==> src/shared/radio_pkg.sv <==
`default_nettype none
package radio_pkg;
    // special-function register addresses
    localparam logic [7:0] CTRL_ADDR = 8'ha0;
    localparam logic [7:0] DATA_ADDR = 8'hb2;
    localparam logic [7:0] ROUTE_ADDR = 8'hb3;
    localparam logic [7:0] DIV_ADDR = 8'hb4;

    // reset values
    localparam logic [7:0] CTRL_RESET = 8'h80;
    localparam logic [7:0] DATA_RESET = 8'h00;
    localparam logic [1:0] ROUTE_RESET = 2'h0;
    localparam logic [1:0] DIV_RESET = 2'h0;
    localparam logic [7:0] READ_FILL = 8'h00;

    // control port bit positions
    localparam int PWR_BIT = 7;
    localparam int CE_BIT = 6;
    localparam int CS_BIT = 3;
    localparam int CLK_BIT = 1;
    localparam int DAT_BIT = 0;
    localparam int ROUTE_UPPER_BIT = 1;

    // serial timing in cpu clock cycles
    localparam logic [5:0] HALF_BASE = 6'h04;
    localparam logic [5:0] READY_DELAY = 6'h07;
    localparam logic [2:0] LAST_BIT = 3'h7;

    localparam int BYTE_W = 8;
    localparam logic [1:0] FIFO_DEPTH = 2'h2;

    typedef enum logic [1:0] {
        ROUTE_OFF = 2'b00,
        ROUTE_PORT = 2'b01,
        ROUTE_RADIO = 2'b10,
        ROUTE_RESERVED = 2'b11
    } route_t;

    typedef enum logic [2:0] {
        MODE_POWER_DOWN,
        MODE_STANDBY,
        MODE_CONFIG,
        MODE_ACTIVE,
        MODE_ILLEGAL
    } mode_t;

    typedef struct packed {
        logic power_on;
        logic ce;
        logic cs;
        logic shift_clk;
        logic data;
    } radio_lines_t;
endpackage : radio_pkg
`default_nettype wire

==> src/hdl/serial_shifter.sv <==
`timescale 1ns/10ps
`default_nettype none
module serial_shifter (
    // clock and reset
    input wire logic clk,
    input wire logic rst,
    // request
    input wire logic start,
    input wire logic [7:0] tx_byte,
    input wire logic [1:0] div,
    // serial lines
    input wire logic sdi,
    output logic sck,
    output logic sdo,
    // answer
    output logic idle,
    output logic done,
    output logic [7:0] rx_byte
);
    typedef enum logic [2:0] {S_IDLE, S_LEAD, S_HIGH, S_LOW, S_TAIL} shift_state_t;

    shift_state_t state, next_state;
    logic [5:0] cnt, next_cnt;
    logic [2:0] bitn, next_bitn;
    logic [7:0] sh, next_sh, rx, next_rx;
    logic next_sck, next_sdo, next_done;
    logic [5:0] half;

    // half period: 4, 8, 16 or 32 cycles for ratios 1/8 .. 1/64
    assign half = radio_pkg::HALF_BASE << div;
    assign idle = (state == S_IDLE);
    assign rx_byte = rx;

    always_comb begin
        next_state = state;
        next_cnt = cnt;
        next_bitn = bitn;
        next_sh = sh;
        next_rx = rx;
        next_sck = sck;
        next_sdo = sdo;
        next_done = 1'b0;
        case (state)
            S_IDLE: begin
                if (start) begin
                    next_sh = tx_byte;
                    next_sdo = tx_byte[7];
                    next_sck = 1'b0;
                    next_bitn = 3'h0;
                    next_cnt = half - 6'h01;
                    next_state = S_LEAD;
                end
            end
            S_LEAD, S_LOW: begin
                if (cnt == 6'h00) begin
                    // input sampled on the rising edge
                    next_sck = 1'b1;
                    next_rx = {rx[6:0], sdi};
                    next_cnt = half - 6'h01;
                    next_state = S_HIGH;
                end else begin
                    next_cnt = cnt - 6'h01;
                end
            end
            S_HIGH: begin
                if (cnt == 6'h00) begin
                    next_sck = 1'b0;
                    if (bitn == radio_pkg::LAST_BIT) begin
                        next_cnt = radio_pkg::READY_DELAY - 6'h01;
                        next_state = S_TAIL;
                    end else begin
                        // output shifted on the falling edge, msb first
                        next_sh = {sh[6:0], 1'b0};
                        next_sdo = sh[6];
                        next_bitn = bitn + 3'h1;
                        next_cnt = half - 6'h01;
                        next_state = S_LOW;
                    end
                end else begin
                    next_cnt = cnt - 6'h01;
                end
            end
            S_TAIL: begin
                if (cnt == 6'h00) begin
                    next_done = 1'b1;
                    next_state = S_IDLE;
                end else begin
                    next_cnt = cnt - 6'h01;
                end
            end
            default: next_state = S_IDLE;
        endcase
    end

    always_ff @(posedge clk) begin
        if (rst) begin
            state <= S_IDLE;
            cnt <= 6'h00;
            bitn <= 3'h0;
            sh <= 8'h00;
            rx <= radio_pkg::DATA_RESET;
            sck <= 1'b0;
            sdo <= 1'b0;
            done <= 1'b0;
        end else begin
            state <= next_state;
            cnt <= next_cnt;
            bitn <= next_bitn;
            sh <= next_sh;
            rx <= next_rx;
            sck <= next_sck;
            sdo <= next_sdo;
            done <= next_done;
        end
    end
endmodule : serial_shifter
`default_nettype wire

==> src/hdl/radio_control_port.sv <==
// Overview of operation
// - control port is an 8-bit register at a0 hex, reset value 80 hex
// - control port is write-only; reads give no meaningful value
// - bit7 power-up, bit6 transmit enable, bit3 config select, bit1 clock, bit0 data
// - route 00 unused, 01 general port pins, 10 transmitter, 11 reserved
// - route upper bit 0: every radio line follows its port bit directly
// - route 10: shift clock from serial clock, data from serial out, input unused
// - during reset: config select 0, transmit enable 0, power-up 1
// - after reset, outputs hold defaults until software writes the port
// - mode decode: 110 active, 101 config, 100 standby, 0xx power down
// - only burst transmit mode is used; streaming transmit unsupported
// - port is output-only toward the transmitter, never bidirectional
// - lowering transmit enable after loading triggers the burst
// - burst: rf up, preamble, crc, send at configured rate, back to standby
// - each serial data write accepted while the buffer has room shifts 8 bits out msb first, 8 bits in
// - serial clock is cpu clock divided by 8, 16, 32 or 64
// - after eighth serial clock the done flag sets; software clears it
// - config word up to 18 bits shifted while config select high
`timescale 1ns/10ps
`default_nettype none
module radio_control_port (
    // clock and reset
    input wire logic MCLK,
    input wire logic RST,
    // special-function register port
    input wire logic [7:0] SFR_ADDR,
    input wire logic SFR_WR,
    input wire logic SFR_RD,
    input wire logic [7:0] SFR_WDATA,
    output logic [7:0] SFR_RDATA,
    // serial done flag and write buffer state
    output logic SERIAL_DONE,
    input wire logic SERIAL_DONE_CLR,
    output logic TX_READY,
    // transmitter control lines
    output logic RADIO_POWER_ON,
    output logic RADIO_CE,
    output logic RADIO_CS,
    output logic RADIO_SHIFT_CLK,
    output logic RADIO_DATA,
    output logic [2:0] RADIO_MODE,
    output logic BURST_START,
    // general port serial pins
    output logic P1_SCK,
    output logic P1_SDO,
    input wire logic P1_SDI
);
    // register file
    logic [7:0] ctrl, next_ctrl;
    logic [1:0] route, next_route;
    logic [1:0] div, next_div;
    logic [7:0] rdata, next_rdata;
    logic done_flag, next_done_flag;

    // write buffer
    logic [7:0] buf_mem [0:1];
    logic [7:0] next_buf_mem [0:1];
    logic wr_ptr, next_wr_ptr, rd_ptr, next_rd_ptr;
    logic [1:0] count, next_count;
    logic push, pop, buf_ready;

    // serial engine
    logic sh_sck, sh_sdo, sh_idle, sh_done;
    logic [7:0] sh_rx;
    logic sdi_meta, sdi_sync, sh_sdi;

    // registered outputs
    radio_pkg::radio_lines_t lines, next_lines;
    logic [2:0] mode, next_mode;
    logic burst, next_burst;
    logic p1_sck, p1_sdo, next_p1_sck, next_p1_sdo;
    logic tx_ready, next_tx_ready;

    // pin input: two flops before any use
    always_ff @(posedge MCLK) begin
        if (RST) begin
            sdi_meta <= 1'b0;
            sdi_sync <= 1'b0;
        end else begin
            sdi_meta <= P1_SDI;
            sdi_sync <= sdi_meta;
        end
    end

    // input line is left unused while routed to the transmitter
    assign sh_sdi = (route == radio_pkg::ROUTE_PORT) ? sdi_sync : 1'b0;

    // a queued byte starts only once software has cleared the previous done flag
    assign buf_ready = (count != radio_pkg::FIFO_DEPTH);
    assign push = SFR_WR && (SFR_ADDR == radio_pkg::DATA_ADDR) && buf_ready;
    assign pop = (count != 2'h0) && sh_idle && !done_flag && !sh_done
        && (route != radio_pkg::ROUTE_OFF);

    serial_shifter u_shifter (
        .clk(MCLK),
        .rst(RST),
        .start(pop),
        .tx_byte(buf_mem[rd_ptr]),
        .div(div),
        .sdi(sh_sdi),
        .sck(sh_sck),
        .sdo(sh_sdo),
        .idle(sh_idle),
        .done(sh_done),
        .rx_byte(sh_rx)
    );

    // register writes and reads
    always_comb begin
        next_ctrl = ctrl;
        next_route = route;
        next_div = div;
        next_rdata = rdata;
        if (SFR_WR) begin
            case (SFR_ADDR)
                radio_pkg::CTRL_ADDR: next_ctrl = SFR_WDATA;
                radio_pkg::ROUTE_ADDR: next_route = SFR_WDATA[1:0];
                radio_pkg::DIV_ADDR: next_div = SFR_WDATA[1:0];
                default: next_ctrl = ctrl;
            endcase
        end
        if (SFR_RD) begin
            case (SFR_ADDR)
                // write-only port: reads carry no information
                radio_pkg::CTRL_ADDR: next_rdata = radio_pkg::READ_FILL;
                radio_pkg::DATA_ADDR: next_rdata = sh_rx;
                radio_pkg::ROUTE_ADDR: next_rdata = {6'h00, route};
                radio_pkg::DIV_ADDR: next_rdata = {6'h00, div};
                default: next_rdata = radio_pkg::READ_FILL;
            endcase
        end
        // hardware set beats a simultaneous software clear
        next_done_flag = sh_done | (done_flag & ~SERIAL_DONE_CLR);
    end

    always_ff @(posedge MCLK) begin
        if (RST) begin
            ctrl <= radio_pkg::CTRL_RESET;
            route <= radio_pkg::ROUTE_RESET;
            div <= radio_pkg::DIV_RESET;
            rdata <= radio_pkg::READ_FILL;
            done_flag <= 1'b0;
        end else begin
            ctrl <= next_ctrl;
            route <= next_route;
            div <= next_div;
            rdata <= next_rdata;
            done_flag <= next_done_flag;
        end
    end

    // two-entry write buffer
    always_comb begin
        next_buf_mem[0] = buf_mem[0];
        next_buf_mem[1] = buf_mem[1];
        next_wr_ptr = wr_ptr;
        next_rd_ptr = rd_ptr;
        next_count = count;
        if (push) begin
            next_buf_mem[wr_ptr] = SFR_WDATA;
            next_wr_ptr = ~wr_ptr;
        end
        if (pop) begin
            next_rd_ptr = ~rd_ptr;
        end
        if (push && !pop) begin
            next_count = count + 2'h1;
        end else if (pop && !push) begin
            next_count = count - 2'h1;
        end
        next_tx_ready = (next_count != radio_pkg::FIFO_DEPTH);
    end

    always_ff @(posedge MCLK) begin
        if (RST) begin
            buf_mem[0] <= 8'h00;
            buf_mem[1] <= 8'h00;
            wr_ptr <= 1'b0;
            rd_ptr <= 1'b0;
            count <= 2'h0;
            tx_ready <= 1'b1;
        end else begin
            buf_mem[0] <= next_buf_mem[0];
            buf_mem[1] <= next_buf_mem[1];
            wr_ptr <= next_wr_ptr;
            rd_ptr <= next_rd_ptr;
            count <= next_count;
            tx_ready <= next_tx_ready;
        end
    end

    // radio line routing and mode decode, all from one set of flops
    always_comb begin
        next_lines.power_on = next_ctrl[radio_pkg::PWR_BIT];
        next_lines.ce = next_ctrl[radio_pkg::CE_BIT];
        next_lines.cs = next_ctrl[radio_pkg::CS_BIT];
        next_lines.shift_clk = next_ctrl[radio_pkg::CLK_BIT];
        next_lines.data = next_ctrl[radio_pkg::DAT_BIT];
        if (next_route == radio_pkg::ROUTE_RADIO) begin
            next_lines.shift_clk = sh_sck;
            next_lines.data = sh_sdo;
        end
        next_p1_sck = (next_route == radio_pkg::ROUTE_PORT) ? sh_sck : 1'b0;
        next_p1_sdo = (next_route == radio_pkg::ROUTE_PORT) ? sh_sdo : 1'b0;
        case ({next_lines.power_on, next_lines.ce, next_lines.cs})
            3'b110: next_mode = radio_pkg::MODE_ACTIVE;
            3'b101: next_mode = radio_pkg::MODE_CONFIG;
            3'b100: next_mode = radio_pkg::MODE_STANDBY;
            3'b111: next_mode = radio_pkg::MODE_ILLEGAL;
            default: next_mode = radio_pkg::MODE_POWER_DOWN;
        endcase
        // falling transmit enable while powered launches the loaded packet
        next_burst = lines.ce && !next_lines.ce && next_lines.power_on
            && !next_lines.cs;
    end

    // reset is synchronous: defaults appear on the first edge with reset high
    always_ff @(posedge MCLK) begin
        if (RST) begin
            lines <= '{power_on: 1'b1, ce: 1'b0, cs: 1'b0, shift_clk: 1'b0, data: 1'b0};
            mode <= radio_pkg::MODE_STANDBY;
            burst <= 1'b0;
            p1_sck <= 1'b0;
            p1_sdo <= 1'b0;
        end else begin
            lines <= next_lines;
            mode <= next_mode;
            burst <= next_burst;
            p1_sck <= next_p1_sck;
            p1_sdo <= next_p1_sdo;
        end
    end

    // output-only toward the transmitter: no enables, no read-back of pins
    assign RADIO_POWER_ON = lines.power_on;
    assign RADIO_CE = lines.ce;
    assign RADIO_CS = lines.cs;
    assign RADIO_SHIFT_CLK = lines.shift_clk;
    assign RADIO_DATA = lines.data;
    assign RADIO_MODE = mode;
    assign BURST_START = burst;
    assign P1_SCK = p1_sck;
    assign P1_SDO = p1_sdo;
    assign SFR_RDATA = rdata;
    assign SERIAL_DONE = done_flag;
    assign TX_READY = tx_ready;
endmodule : radio_control_port
`default_nettype wire

==> config.mk <==
export PLATFORM = sky130hd
export DESIGN_NAME = radio_control_port
export DESIGN_NICKNAME = d
export VERILOG_FILES = /design/src/shared/radio_pkg.sv /design/src/hdl/serial_shifter.sv /design/src/hdl/radio_control_port.sv
export SDC_FILE = /design/constraint.sdc
export NUM_CORES = 1
export LEC_CHECK = 0
export BUFFER_PORTS_ARGS = -buffer_cell sky130_fd_sc_hd__buf_4
export CAP_MARGIN = 30
export CORE_MARGIN = 5
export CORE_UTILIZATION = 30
export CTS_CLUSTER_DIAMETER = 30
export DETAILED_ROUTE_END_ITERATION = 8
export SLEW_MARGIN = 30
export SYNTH_ARGS = -nofsm -noshare
export SYNTH_HDL_FRONTEND = slang
export SYNTH_SLANG_ARGS = --single-unit
==> constraint.sdc <==
create_clock -name MCLK -period 2.4 [get_ports MCLK]
set_clock_uncertainty 0.05 [all_clocks]
set_input_delay 0.24 -clock MCLK [delete_from_list [all_inputs] [get_ports MCLK]]
set_output_delay 0.24 -clock MCLK [all_outputs]
set_load 0.02 [all_outputs]
Yosys cells after proc, flatten, opt, wreduce, memory -nomap -nowiden:

Memories as Yosys holds them, arrays and structs flattened. A register that Yosys moved wholly into a read port is not among the register bits.
Cells that the tools add are included.

* register bits after elaboration: 69
* RAM bits: 16
* input port bits: 22
* output and inout port bits: 21
* logic and storage cells: 157
* memories kept: 1

* add/subtract/negate cells: 5
* $lt $le $gt $ge: 2
* eq/ne operators: 24
* shift-type cells: 1
* muxes and demuxes: 50
* bitwise gates (word level): 10
* reduce and logical (&&, ||, !) cells: 35

Memories
* buf_mem: words 2, bits a word 8, rd ports 3, clocked after Yosys merged registers in 1, write ports 2, RTL line radio_control_port.sv:56 `logic [7:0] buf_mem [0:1];`

Operator list (count)
* 8-bit 2-to-1 mux: 5
* 8-bit == test (second input constant): 4
* 6-bit 2-to-1 mux: 5
* 3-bit 2-to-1 mux: 8
* 3-bit one-hot mux with 4 select lines: 2
* 6-bit one-hot mux with 4 select lines: 1
* 8-bit one-hot mux with 3 select lines: 1
* 7-bit 2-to-1 mux: 3
* 3-bit == test (second input constant): 6
* 16-bit bitwise mux: 1
* 16-bit 2-to-1 mux: 1
* 7-bit one-hot mux with 2 select lines: 1
* 1-bit 2-to-1 mux: 13
* 1-bit logical AND: 12
* 4-bit AND reduction: 3
* 6-bit by 1-bit subtractor with 6-bit output (second input constant): 2
* 2-bit 2-to-1 mux: 5
* 2-bit != test (second input constant): 5
* 8-bit demux with 1-bit select: 1
* 3-bit by 2-bit == test with 1-bit output (second input constant): 2
* 1-bit logical NOT: 6
* 6-bit logical NOT: 1
* 2-bit by 1-bit != test with 1-bit output (second input constant): 3
* 3-bit one-hot mux with 2 select lines: 1
* 22 further kinds: 35

Logic depth before layout (Yosys ltp):

* word-level depth: 9
* depth in mapped cells: 8
* depth with buffers taken out: 6

Modules after synthesis:

From an unflattened synthesis, not the netlist that was laid out.

* cell total of the unflattened synthesis: 421
* area total of the unflattened synthesis: 3764.9 µm²

By module, submodules not included
* radio_control_port: times used 1, cells an instance 237, area each 2177.1 µm²
* serial_shifter: times used 1, cells an instance 184, area each 1587.8 µm²

Worst setup path after synthesis:

OpenSTA, ideal clock, no wires.

* path type: flip-flop to flip-flop
* from: register u_shifter.cnt[0]
* to: register u_shifter.cnt[4]
* arrival: 1.855 ns
* slack: 0.378 ns
* stages on the path, launching flop included: 7
* path buffers: 0
* period minus slack after synthesis: 2.022 ns
* cells stage by stage: dfxtp_1 > inv_1 > ha_1 > or3b_2 > nor3_2 > a221oi_1 > a31o_2

* word-level cells in the longest chain between the ends: 3

Ends and longest elaborated chain
* from (decl): RTL line serial_shifter.sv:23 `logic [5:0] cnt, next_cnt;`
* from (signal assigned): RTL line serial_shifter.sv:107 `cnt <= next_cnt;`
* 6-bit by 1-bit subtractor with 6-bit output / 6-bit logical NOT (equally long branches)
* 6-bit 2-to-1 mux (tied with other cells): RTL line serial_shifter.sv:84 `if (cnt == 6'h00) begin`
* 6-bit one-hot mux with 4 select lines / 3-bit AND reduction (equally long branches)

Several ways; a longest one is shown, not always the timed one. The select of a mux whose other input is x is not followed.
A chain may end at the register's enable or synchronous reset.

Worst setup path after layout:

* from: register u_shifter.cnt[0]
* to: register u_shifter.sh[5]

* word-level cells in the longest chain between the ends: 3

Ends and longest elaborated chain
* 6-bit logical NOT: RTL line serial_shifter.sv:66 `if (cnt == 6'h00) begin`
* 2-bit by 1-bit != test with 1-bit output (no source line)
* 4-bit AND reduction (no source line)
* to (signal assigned): RTL line serial_shifter.sv:109 `sh <= next_sh;`
* to (decl): RTL line serial_shifter.sv:25 `logic [7:0] sh, next_sh, rx, next_rx;`

No other way between the ends.

==> out/qor.txt <==
Buffers and inverters on the worst path: 1
Htree depth: 3
Post-synth cell types: 58
CTS root buf: clkbuf_16
GP Congestion: 0.887
Dpl hpwl: 6.81 mm
Grt total ovfl: 0
Final Util: 37.0%
WP data required: 2610 ps
Synthesized instance count: 447
Reg clk slew, reported paths: 60 ps
First-pass GRT wire length: 15.8 mm
Hold Path Depth: 2
Max VDD drop: 0.351 mV
Syn avg cell area: 8.57 um2
CTS Sinks: 80
Inserted Clock Buffers: 9
Final antenna-violating net count: 0
Final WL: 9.50 mm
Outcome: complete, no violations
Wire length per cell: 14.3 um
Detailed-route DRC error count: 0
Tightest Pin Transition: 637 ps
Slowest cell on crit path: or3b_2
Period utilisation layout: 90.9%
GRT Overall Usage: 13.0%
Stages on worst setup path: 6
# nets final: 512
PD cells: 830 mW/mm2
FILL cells: 1,261
Net Count, Synth: 474
CTS tree: built
Core area: 0.0126 mm2
Die area: 0.0151 mm2
Register area share after synthesis: 41.8%
Seq cells post-synth: 80
Number of synthesized flops with an enable pin: 0
FFs w/ async S/R, synth: 0%
Sum Neg Setup Slack: 0 ps
Final min period: 2180 ps
Row Count: 41
Area Overhead vs Synth: 21.3%
YS warnings: 0
Vias in the first global route: 3,288
Via density: 5.10
IO Port Bufs: 42
Largest net degree at the start of global routing: 31
Hold Path Class: in -> reg
Endpoint class of the critical path: register
Reg2Reg Setup Slack: 220 ps
Clk Latency, worst-skew pair: 340 ps
Hold-fix buffers at CTS: 0
Vias: 3,373
Fin. max-slew vios: 0
WS Path Type: reg -> reg
Fmax: 458 MHz
CP startpoint kind: register
Crit path largest cell delay: 530 ps
Starting Density: 30.5%
R2R depth: 6
Crit path cell chain: inv_1 -> ha_1 -> or3b_2 -> nor4b_2 -> o21a_1 -> mux2i_1
Max_cap viols: 0
Initial antenna violation count: 0
Postcts setup bufs: 0
Iter 0 DRT Violations: 192
Ports: 43
LEAKAGE: 1.83 nW
Crit-path leading delay family: simple AND/OR/NAND/NOR gates
Worst-case clock buffer depth: 2
Ant diodes: 0
PostCTS Resize Cnt: 0
Share of cells above drive strength 1: 20.2%
Mapped cell area: 0.00383 mm2
Final Hold Fails: 0
Final setup violating endpoints: 0
RSZ-0062 raised after global routing: no
First-pass DRT Iterations: 4
Predominant post-synthesis flop cell: dfxtp_1
CP arrival: 2390 ps
Worst-path fanout max: 6
Chip height: 123 um
Slew HR: 57.2%
Die Wd: 123 um
-- layout make-up --
cell class / count / area [um2] / area share, %
Multi-Input combinational cell: 324 / 2060 / 44.3
Sequential cell: 80 / 1600 / 34.5
Timing Repair Buffer: 58 / 435 / 9.37
Clock buffer: 11 / 253 / 5.44
Tap cell: 172 / 215 / 4.63
Inverter: 12 / 45.0 / 0.969
Clock inverter: 5 / 38.8 / 0.834
-- worst paths after layout --
| path | start | end |
|---|---|---|
| worst max-delay path | u_shifter.cnt[0]$_SDFFE_PP0P_ | u_shifter.sh[5]$_SDFFE_PP0P_ |
| worst min-delay path | P1_SDI | sdi_meta$_SDFF_PP0_ |
| worst max register to register | u_shifter.cnt[0]$_SDFFE_PP0P_ | u_shifter.sh[5]$_SDFFE_PP0P_ |
| worst min register to register | sdi_meta$_SDFF_PP0_ | sdi_sync$_SDFF_PP0_ |
-- worst register-to-register path, delay by kind of cell, from the launching register on --
family                     cells  cell delay (ps)
buffers and inverters          1               80
adders and majority gates      1              270
DFF                            1              340
AOI/OAI and AO/OA              1              270
muxes                          1              220
and+or+nand+nor                2              880
-- stage by stage --
step | setup slack [ps] | instances | cell area, um2 | hold WS [ps] | total power, mW
after floorplan | 378 | 447 | 3830 | 318 | 2.22
after global placement | 276 | 646 | 4360 | 383 | 2.55
after detailed placement | 247 | 646 | 4360 | 395 | 2.54
after CTS | 217 | 662 | 4650 | 73.5 | 3.87
after global routing | 66.0 | 662 | 4650 | 74.5 | 4.06
final | 219 | 662 | 4650 | 75.7 | 3.86
-- layout by cell type (no fill, tap or decap), types with 3 or more instances in the layout --
master / synthesis / routed
inv_1: 12 / 12
or3b_2: 5 / 5
a22oi_1: 4 / 4
dfxtp_1: 80 / 80
clkbuf_16: 0 / 9
nor2_1: 30 / 30
o21ai_0: 20 / 20
o211ai_1: 8 / 8
o31ai_1: 3 / 3
nor3_1: 8 / 8
a31o_2: 3 / 3
xnor2_1: 4 / 4
nor4_1: 4 / 4
nand4_1: 4 / 4
or3_1: 4 / 4
mux2i_1: 34 / 34
a221oi_1: 4 / 4
buf_4: 0 / 58
a21oi_1: 35 / 35
a211oi_1: 5 / 5
o21a_1: 3 / 3
nand3_1: 33 / 33
or2_2: 5 / 5
ha_1: 5 / 5
xor2_1: 3 / 3
nand2_1: 49 / 49
nor2b_1: 7 / 7
nor3b_1: 4 / 4
mux2_2: 4 / 4
-- registers in the layout, summed over array words and instances (netlist names), 2 cells and up, named ones only --
signal / cells
u_shifter.state: 3
route: 2
div: 2
u_shifter.cnt: 6
SFR_RDATA: 8
ctrl: 5
buf_mem: 16
u_shifter.sh: 7
count: 2
u_shifter.rx_byte: 8
RADIO_MODE: 3
u_shifter.bitn: 3
-- cell families after synthesis --
group / count (synthesis) / share of synthesized area [%]
adder cells (fa/ha/maj): 5 / 1.63
flip-flops: 80 / 41.8
AO/OA/AOI/OAI: 102 / 17.1
AND/OR/NAND/NOR: 172 / 23.3
XOR/XNOR: 7 / 1.60
buffers and inverters: 43 / 4.47
multiplexers: 38 / 10.1
-- metal layers --
layer	global-route usage (%)	vias up	wire length (um)
li1	-	1691	-
met1	16.9	1606	4490
met2	21.2	62	4540
met3	3.25	14	347
met4	4.08	0	119
met5	0	-	0
-- cell usage after synthesis (5+ instances only) --
master,n,area [um2]
clkbuf_1,25,93.8
or3b_2,5,43.8
mux2i_1,34,340
nor2b_1,7,43.8
nor3_1,8,40.0
dfxtp_1,80,1600
o211ai_1,8,60.1
nand2_1,49,184
a211oi_1,5,37.5
nor2_1,30,113
o21ai_0,20,100
or2_2,5,31.3
inv_1,12,45.0
nand3_1,33,165
ha_1,5,62.6
a21oi_1,35,175
-- power by group --
part           internal (mW)  leakage (nW)  total (mW)  switching, mW
registers               1.37         0.645        1.45         0.0743
logic                  0.459          1.04        1.09          0.627
clock network          0.763         0.142        1.33          0.563
total                   2.59          1.83        3.86           1.26
Note: power is estimated with default switching activity, not from simulation.
